--- src/ecb_pkg.sv ---
package ecb_pkg;

  // ************************************************************
  // Widths and counts
  // ************************************************************
  localparam int unsigned ECB_W16    = 16;
  localparam int unsigned ECB_W32    = 32;
  localparam int unsigned ECB_N16    = 4;
  localparam int unsigned ECB_N32    = 4;
  localparam int unsigned ECB_NUP32  = 2;

  // ************************************************************
  // Limits and reset values
  // ************************************************************
  localparam logic [15:0] ECB_MAX16   = 16'h7FFF;
  localparam logic [15:0] ECB_ZERO16  = 16'h0000;
  localparam logic [31:0] ECB_ZERO32  = 32'h0000_0000;
  localparam logic [31:0] ECB_ONE32   = 32'h0000_0001;
  localparam logic [31:0] ECB_MAX32   = 32'h7FFF_FFFF;

  // Software load of a present value
  typedef struct packed {
    logic        wr;
    logic [31:0] value;
  } ecb_load_t;

  // One counter's observed state
  typedef struct packed {
    logic        contact;
    logic [31:0] value;
  } ecb_state_t;

endpackage : ecb_pkg

--- src/ecb_edge.sv ---
module ecb_edge
  import ecb_pkg::*;
(
  input  wire logic clk,
  input  wire logic reset,
  input  wire logic level,
  output logic      rise
);

  // ************************************************************
  // Rising edge detector
  // ************************************************************
  logic prev_q;

  // Previous sample; resets low so a level high at release counts once
  always_ff @(posedge clk or posedge reset) begin
    if (reset) begin
      prev_q <= 1'b0;
    end else begin
      prev_q <= level;
    end
  end

  assign rise = level & ~prev_q;

endmodule : ecb_edge

--- src/ecb_top.sv ---
module ecb_top
  import ecb_pkg::*;
(
  input  wire logic                 clk,
  input  wire logic                 reset,
  input  wire logic [ECB_N16-1:0]   w_count,
  input  wire logic [ECB_N16-1:0]   w_clear,
  input  wire logic [15:0]          w_preset [ECB_N16],
  input  wire ecb_load_t            w_load   [ECB_N16],
  input  wire logic [ECB_N32-1:0]   d_count,
  input  wire logic [ECB_N32-1:0]   d_clear,
  input  wire logic [ECB_N32-1:0]   d_dir_down,
  input  wire logic [31:0]          d_preset [ECB_N32],
  input  wire ecb_load_t            d_load   [ECB_N32],
  input  wire logic [ECB_NUP32-1:0] u_count,
  input  wire logic [ECB_NUP32-1:0] u_clear,
  input  wire logic [31:0]          u_preset [ECB_NUP32],
  output ecb_state_t                w_state  [ECB_N16],
  output ecb_state_t                d_state  [ECB_N32],
  output ecb_state_t                u_state  [ECB_NUP32]
);

  // ************************************************************
  // Helpers
  // ************************************************************
  // Signed compare: at or above preset
  function automatic logic ecb_ge_s(input logic [31:0] a, input logic [31:0] b);
    return $signed(a) >= $signed(b);
  endfunction : ecb_ge_s

  // Word values are kept in 0..32767, so compare unsigned
  function automatic logic ecb_ge_w(input logic [15:0] a, input logic [15:0] b);
    return a >= b;
  endfunction : ecb_ge_w

  // ************************************************************
  // Word count-up counters
  // ************************************************************
  logic [15:0] wv_q [ECB_N16];
  logic [15:0] wv_d [ECB_N16];
  logic [ECB_N16-1:0] wc_q;
  logic [ECB_N16-1:0] wc_d;
  logic [ECB_N16-1:0] w_rise;

  for (genvar i = 0; i < ECB_N16; i++) begin : g_w
    logic [15:0] pre;
    logic [15:0] ld;
    logic        at_pre;
    logic        over;
    // Mask presets and loads to the legal word range (bit 15 dropped)
    // word range kept
    assign pre    = w_preset[i] & ECB_MAX16;
    assign ld     = w_load[i].value[15:0] & ECB_MAX16;
    assign at_pre = (wv_q[i] == pre);
    assign over   = ecb_ge_w(wv_q[i], pre) & ~at_pre;

    ecb_edge u_edge (
      .clk   (clk),
      .reset (reset),
      .level (w_count[i]),
      .rise  (w_rise[i])
    );

    // Next value: clear first, then load, then count
    always_comb begin
      wv_d[i] = wv_q[i];
      wc_d[i] = wc_q[i];
      if (w_clear[i]) begin
        wv_d[i] = ECB_ZERO16;
        wc_d[i] = 1'b0;
      end else if (w_load[i].wr) begin
        wv_d[i] = ld;
      end else if (w_rise[i]) begin
        if (over) begin
          wv_d[i] = pre;
          wc_d[i] = 1'b1;
        end else if (!at_pre) begin
          wv_d[i] = wv_q[i] + 16'h0001;
          // contact at preset, latched until clear
          wc_d[i] = wc_q[i] | ((wv_q[i] + 16'h0001) == pre);
        end
        // at preset the edge is ignored
      end
      if (!w_clear[i] && at_pre) begin
        wc_d[i] = wc_d[i] | (wv_d[i] == pre);
      end
    end

    assign w_state[i] = '{contact: wc_q[i], value: {16'h0000, wv_q[i]}};
  end

  always_ff @(posedge clk or posedge reset) begin
    if (reset) begin
      for (int i = 0; i < ECB_N16; i++) begin
        wv_q[i] <= ECB_ZERO16;
      end
      wc_q <= '0;
    end else begin
      wv_q <= wv_d;
      wc_q <= wc_d;
    end
  end

  // ************************************************************
  // Double-word up/down counters
  // ************************************************************
  logic [31:0] dv_q [ECB_N32];
  logic [31:0] dv_d [ECB_N32];
  logic [ECB_N32-1:0] dc_q;
  logic [ECB_N32-1:0] dc_d;
  logic [ECB_N32-1:0] d_rise;

  for (genvar i = 0; i < ECB_N32; i++) begin : g_d
    logic [31:0] step;
    assign step = d_dir_down[i] ? (dv_q[i] - ECB_ONE32) : (dv_q[i] + ECB_ONE32);

    ecb_edge u_edge (
      .clk   (clk),
      .reset (reset),
      .level (d_count[i]),
      .rise  (d_rise[i])
    );

    // Contact follows the new value so it is valid in the same cycle
    always_comb begin
      dv_d[i] = dv_q[i];
      if (d_clear[i]) begin
        dv_d[i] = ECB_ZERO32;
      end else if (d_load[i].wr) begin
        dv_d[i] = d_load[i].value;
      end else if (d_rise[i]) begin
        // modular add wraps max to min
        dv_d[i] = step;
      end
      dc_d[i] = ~d_clear[i] & ecb_ge_s(dv_d[i], d_preset[i]);
    end

    assign d_state[i] = '{contact: dc_q[i], value: dv_q[i]};
  end

  always_ff @(posedge clk or posedge reset) begin
    if (reset) begin
      for (int i = 0; i < ECB_N32; i++) begin
        dv_q[i] <= ECB_ZERO32;
      end
      dc_q <= '0;
    end else begin
      dv_q <= dv_d;
      dc_q <= dc_d;
    end
  end

  // ************************************************************
  // Double-word count-up-only counters
  // ************************************************************
  logic [31:0] uv_q [ECB_NUP32];
  logic [31:0] uv_d [ECB_NUP32];
  logic [ECB_NUP32-1:0] uc_q;
  logic [ECB_NUP32-1:0] uc_d;
  logic [ECB_NUP32-1:0] u_rise;

  for (genvar i = 0; i < ECB_NUP32; i++) begin : g_u
    ecb_edge u_edge (
      .clk   (clk),
      .reset (reset),
      .level (u_count[i]),
      .rise  (u_rise[i])
    );

    // Range is 0..max, so the wrap goes to zero, not negative
    always_comb begin
      uv_d[i] = uv_q[i];
      if (u_clear[i]) begin
        uv_d[i] = ECB_ZERO32;
      end else if (u_rise[i]) begin
        uv_d[i] = (uv_q[i] == ECB_MAX32) ? ECB_ZERO32 : (uv_q[i] + ECB_ONE32);
      end
      uc_d[i] = ~u_clear[i] & ecb_ge_s(uv_d[i], u_preset[i]);
    end

    assign u_state[i] = '{contact: uc_q[i], value: uv_q[i]};
  end

  always_ff @(posedge clk or posedge reset) begin
    if (reset) begin
      for (int i = 0; i < ECB_NUP32; i++) begin
        uv_q[i] <= ECB_ZERO32;
      end
      uc_q <= '0;
    end else begin
      uv_q <= uv_d;
      uc_q <= uc_d;
    end
  end

  // ************************************************************
  // Checks
  // ************************************************************
  logic [ECB_N16-1:0] w_cnt_prev_q;
  always_ff @(posedge clk or posedge reset) begin
    if (reset) begin
      w_cnt_prev_q <= '0;
    end else begin
      w_cnt_prev_q <= w_count;
    end
  end

  steady_level_a: assert property (@(posedge clk) disable iff (reset)
    (w_count[0] && w_cnt_prev_q[0] && !w_clear[0] && !w_load[0].wr) |=> $stable(wv_q[0]))
    else $error("word counter moved on steady level");
  clear_zero_a: assert property (@(posedge clk) disable iff (reset)
    d_clear[0] |=> (dv_q[0] == ECB_ZERO32) && !dc_q[0])
    else $error("clear did not zero counter");
  hold_preset_a: assert property (@(posedge clk) disable iff (reset)
    (wv_q[0] == (w_preset[0] & ECB_MAX16) && !w_clear[0] && !w_load[0].wr)
      |=> wv_q[0] == $past(wv_q[0]))
    else $error("word counter passed preset");
  contact_hold_a: assert property (@(posedge clk) disable iff (reset)
    (wc_q[0] && !w_clear[0]) |=> wc_q[0])
    else $error("word contact dropped without clear");
  step_one_a: assert property (@(posedge clk) disable iff (reset)
    (d_rise[0] && !d_clear[0] && !d_load[0].wr && !d_dir_down[0])
      |=> dv_q[0] == $past(dv_q[0]) + ECB_ONE32)
    else $error("up step wrong");
  step_down_a: assert property (@(posedge clk) disable iff (reset)
    (d_rise[0] && !d_clear[0] && !d_load[0].wr && d_dir_down[0])
      |=> dv_q[0] == $past(dv_q[0]) - ECB_ONE32)
    else $error("down step wrong");
  contact_ge_a: assert property (@(posedge clk) disable iff (reset)
    dc_q[0] |-> $signed(dv_q[0]) >= $signed($past(d_preset[0])))
    else $error("contact on below preset");
  contact_below_a: assert property (@(posedge clk) disable iff (reset)
    (!dc_q[0] && !$past(d_clear[0]) && !$past(reset))
      |-> $signed(dv_q[0]) < $signed($past(d_preset[0])))
    else $error("contact off at or above preset");
  signed_wrap_a: assert property (@(posedge clk) disable iff (reset)
    (dv_q[0] == ECB_MAX32 && d_rise[0] && !d_dir_down[0] && !d_clear[0] && !d_load[0].wr)
      |=> dv_q[0] == 32'h8000_0000)
    else $error("signed wrap wrong");
  up_wrap_a: assert property (@(posedge clk) disable iff (reset)
    (uv_q[0] == ECB_MAX32 && u_rise[0] && !u_clear[0]) |=> uv_q[0] == ECB_ZERO32)
    else $error("up-only wrap wrong");

  reach_preset_c: cover property (@(posedge clk) disable iff (reset) $rose(wc_q[0]));
  count_down_c: cover property (@(posedge clk) disable iff (reset) d_rise[0] && d_dir_down[0]);
  contact_fall_c: cover property (@(posedge clk) disable iff (reset) $fell(dc_q[0]));

endmodule : ecb_top

--- config.mk ---
export PLATFORM = sky130hd
export DESIGN_NAME = ecb_top
export DESIGN_NICKNAME = d
export VERILOG_FILES = /design/src/ecb_pkg.sv /design/src/ecb_edge.sv /design/src/ecb_top.sv
export SDC_FILE = /design/constraint.sdc
export NUM_CORES = 2
export LEC_CHECK = 0
export BUFFER_PORTS_ARGS = -buffer_cell sky130_fd_sc_hd__buf_2
export CAP_MARGIN = 20
export CORE_AREA = 5 5 335 337
export CTS_BUF_LIST = sky130_fd_sc_hd__clkbuf_16
export CTS_CLUSTER_SIZE = 40
export DETAILED_ROUTE_END_ITERATION = 6
export DIE_AREA = 0 0 340 342
export MAX_ROUTING_LAYER = met4
export PLACE_DENSITY = 0.56
export SKIP_CTS_REPAIR_TIMING = 1
export SYNTH_ARGS = -nofsm -noshare
export SYNTH_HDL_FRONTEND = slang
export SYNTH_SLANG_ARGS = --single-unit
--- constraint.sdc ---
create_clock -name clk -period 9.8 [get_ports clk]
set_clock_uncertainty 0.1 [all_clocks]
set_input_delay 0.98 -clock clk [delete_from_list [all_inputs] [get_ports clk]]
set_output_delay 0.98 -clock clk [all_outputs]
set_load 0.05 [all_outputs]
==> flow_metrics.py <==
metrics = {
    "power_and_ir_drop": {
        "p_sw_mw": 1.86,
        "p_total_mw": 4.57,
        "p_comb_frac": 0.369,
        "p_per_area_mw_per_mm2": 123,
        "p_seq_frac": 0.286,
        "swShare": 0.408,
        "clock_power_share": 0.345,
        "ir_worst_vdd_v": 0.000110,
        "p_leak_nw": 19.1,
        "p_int_mw": 2.71,
    },
    "routing": {
        "vias": 32800,
        "viasPerCell": 5.32,
        "drt_wl_total_um": 129000,
        "ant_nets": 0,
        "drcViolationCount": 0,
        "drt-initial-drc-count": 2087,
        "dr.pass1.iters": 6,
        "post_drt_wl_per_cell_um": 21.0,
    },
    "sta": {
        "timing.fmax_mhz": 164,
        "maxSlewHeadroom": 0.352,
        "hold_viol": 0,
        "worst_slew_pin_slew_ns": 0.971,
        "period_needed_ns": 6.09,
        "rsz0062_at_grt": "no",
        "slew_violations": 0,
        "fin_crit_sh": 0.622,
        "tns_ns": 0,
        "setup_viol": 0,
    },
    "synth": {
        "synthFlopType": "dfrtp_1",
        "synth_top_area_share": 0.222,
        "synth_edf_count": 0,
        "synthCells": 4049,
        "yosys_register_bits": 276,
        "yosysSeqAreaShare": 0.222,
        "synth_area_leaders": "dfrtp_1, ha_1, a21oi_1",
        "synth_area_sq_mm": 0.0311,
        "synthArstFlopShare": 1.00,
        "yosysWarnings": 0,
        "synth_area_leader_cell": "dfrtp_1",
        "syn_area_per_cell_sq_um": 7.67,
        "synth.distinct_cells": 91,
        "synth_most_common_cell": "inv_1",
        "synth_common_cells": "inv_1, ha_1, a21oi_1",
    },
    "final_layout": {
        "fin_cells": 6163,
        "design_area_sq_mm": 0.0373,
        "area_growth_pct": 20.1,
        "drive_above_1_share": 0.185,
        "finalNetCount": 5611,
    },
    "worst_setup_path": {
        "required_ns": 10.23,
        "r2r-end": "uc_q[1]",
        "crit_type": "primary input to register",
        "cp_slowest_cell": "buf_2",
        "critPathCaptureType": "register",
        "r2r_slack_ns": 4.30,
        "worstPathArrival_ns": 6.52,
        "cp-start-kind": "primary input",
        "critPathCapture": "dc_q[0]",
        "rr_startpoint": "u_state[7]",
        "critPathLaunch": "d_dir_down[0]",
        "path_cells": "buf_2 -> ha_1 -> a21o_1 -> or3_1 -> o221ai_1 -> o21ai_0 -> a41o_1 -> a21oi_1 -> nor2_1 -> o32ai_1 -> o21ai_0 -> a221oi_1 -> ha_1 -> a21o_1 -> a21o_1 -> a21oi_1 -> nor2b_1 -> o21ai_0 -> a21oi_1 -> a2111oi_0 -> o21bai_1 -> a41oi_1",
        "critPathMaxFanout": 35,
        "critPathMaxStageDelay_ns": 0.60,
        "rr_worst_depth": 18,
    },
    "global_route": {
        "grt_pass1_wl_um": 196000,
        "first_global_vias": 32300,
        "antenna_found_initial": 39,
        "grt_max_degree": 126,
        "overflow": 0,
        "grt_use_total": 0.216,
    },
    "floorplan": {
        "core_area_sq_mm": 0.109,
        "start_util": 0.286,
        "die_area_sq_mm": 0.116,
        "die_h_um": 342,
        "chipWidth_um": 340,
        "boundaryPins": 876,
        "rows": 121,
    },
    "clock_network": {
        "clock-root-buffer": "clkbuf_16",
        "cts_tree": "done",
        "clkLatencyLatePin_ns": 0.61,
        "h-tree-depth": 2,
        "cts_max_path_buffers": 3,
        "cts.clk_slew.worst_paths_ns": 0.06,
        "cts.sinks": 276,
        "cts_inserted_buffers": 42,
    },
    "placed_design": {
        "dpl.hpwl_um": 103000,
        "dp_cells": 6053,
        "portBuffers": 739,
        "routabilityCongestion": 0.968,
        "place_area_sq_mm": 0.0359,
    },
    "hold_path": {
        "hold_path.class": "primary input to asynchronous set/reset pin",
    },
    "flow_run": {
        "drv_cap": 0,
    },
    "status": {
        "status": "finished clean",
    },
}
area by class of cell:
class | count | area (sq um)
flip-flops and latches | 276 | 6910
fillers | 11800 | 71200
diodes | 32 | 80.1
repair buffers | 764 | 3900
multi-input cells | 3199 | 21800
well taps | 1414 | 1770
inverters | 400 | 1510
clock buffers | 43 | 1080
clock inverters | 35 | 317
sequential cells by signal, indices dropped and copies added, names as in the netlist:
register           flops
d_state              128
dc_q                   4
g_d.u_edge.prev_q      4
g_u.u_edge.prev_q      2
g_w.u_edge.prev_q      4
u_state               64
uc_q                   2
w_state               64
wc_q                   4
per-stage QoR:
step	util	worst slack [ns]	hold slack (ns)
finish	0.344	3.71	0.388
global route	0.344	3.13	0.345
CTS	0.343	3.82	0.327
detailed placement	0.330	3.16	0.448
global placement	0.330	3.13	0.446
floorplan	-	1.11	0.585
layout by cell type (no fill, tap or decap), drive strengths merged, types with 86 or more instances in the layout:
master  synthesis  layout
nand3          90      90
inv           399     406
buf            86     764
o21ai         210     210
xor2          104     104
nand2         308     308
a21oi         368     368
a21o          122     122
xnor2         148     148
dfrtp         276     276
nor3          103     103
nand4          86      86
nor2          363     363
ha            378     378
cells by family after synthesis:
family / share of synthesized area
fa+ha+maj: 0.155
simple gates: 0.192
compound gates: 0.264
mux: 0.0105
flops: 0.222
buf+inv: 0.0851
other cells: 0.000121
xor+xnor: 0.0710
power by group through the flow:
| stage | Sequential, mW | Clock [mW] | Combinational (mW) |
|---|---|---|---|
| floorplan | 1.50 | 0 | 0.997 |
| global placement | 1.33 | 0 | 1.67 |
| detailed placement | 1.33 | 0 | 1.67 |
| CTS | 1.31 | 1.63 | 1.68 |
| global route | 1.32 | 1.68 | 1.85 |
| finish | 1.31 | 1.58 | 1.69 |
how the worst min path moves through the flow:
| stage | start | cells after the start | slack [ns] | endpoint |
|---|---|---|---|---|
| after global placement | wc_q[0] | 2 | 0.45 | wc_q[0] |
| after floorplan | g_u[1].u_edge.prev_q | 4 | 0.58 | u_state[1] |
| after detailed placement | wc_q[0] | 2 | 0.45 | wc_q[0] |
| after CTS | u_count[1] | 1 | 0.33 | g_u[1].u_edge.prev_q |
| after global routing | u_count[1] | 1 | 0.35 | g_u[1].u_edge.prev_q |
| final | reset | 2 | 0.39 | d_state[69] |
per-layer routing:
| layer | vias up | track usage | part of all wire |
|---|---|---|---|
| li1 | 15900 | - | - |
| met1 | 15600 | 0.261 | 0.42 |
| met2 | 1098 | 0.362 | 0.48 |
| met3 | 185 | 0.0461 | 0.069 |
| met4 | 0 | 0.0655 | 0.030 |
| met5 | - | - | 0 |
critical path: cells and delay by family:
kind / cells / cell delay, ns
adders and majority gates: 2 / 0.75
AOI/OAI and AO/OA: 16 / 3.76
buffers and inverters: 1 / 0.60
and+or+nand+nor: 3 / 0.43
No activity file was read; power rests on OpenSTA's default activity.
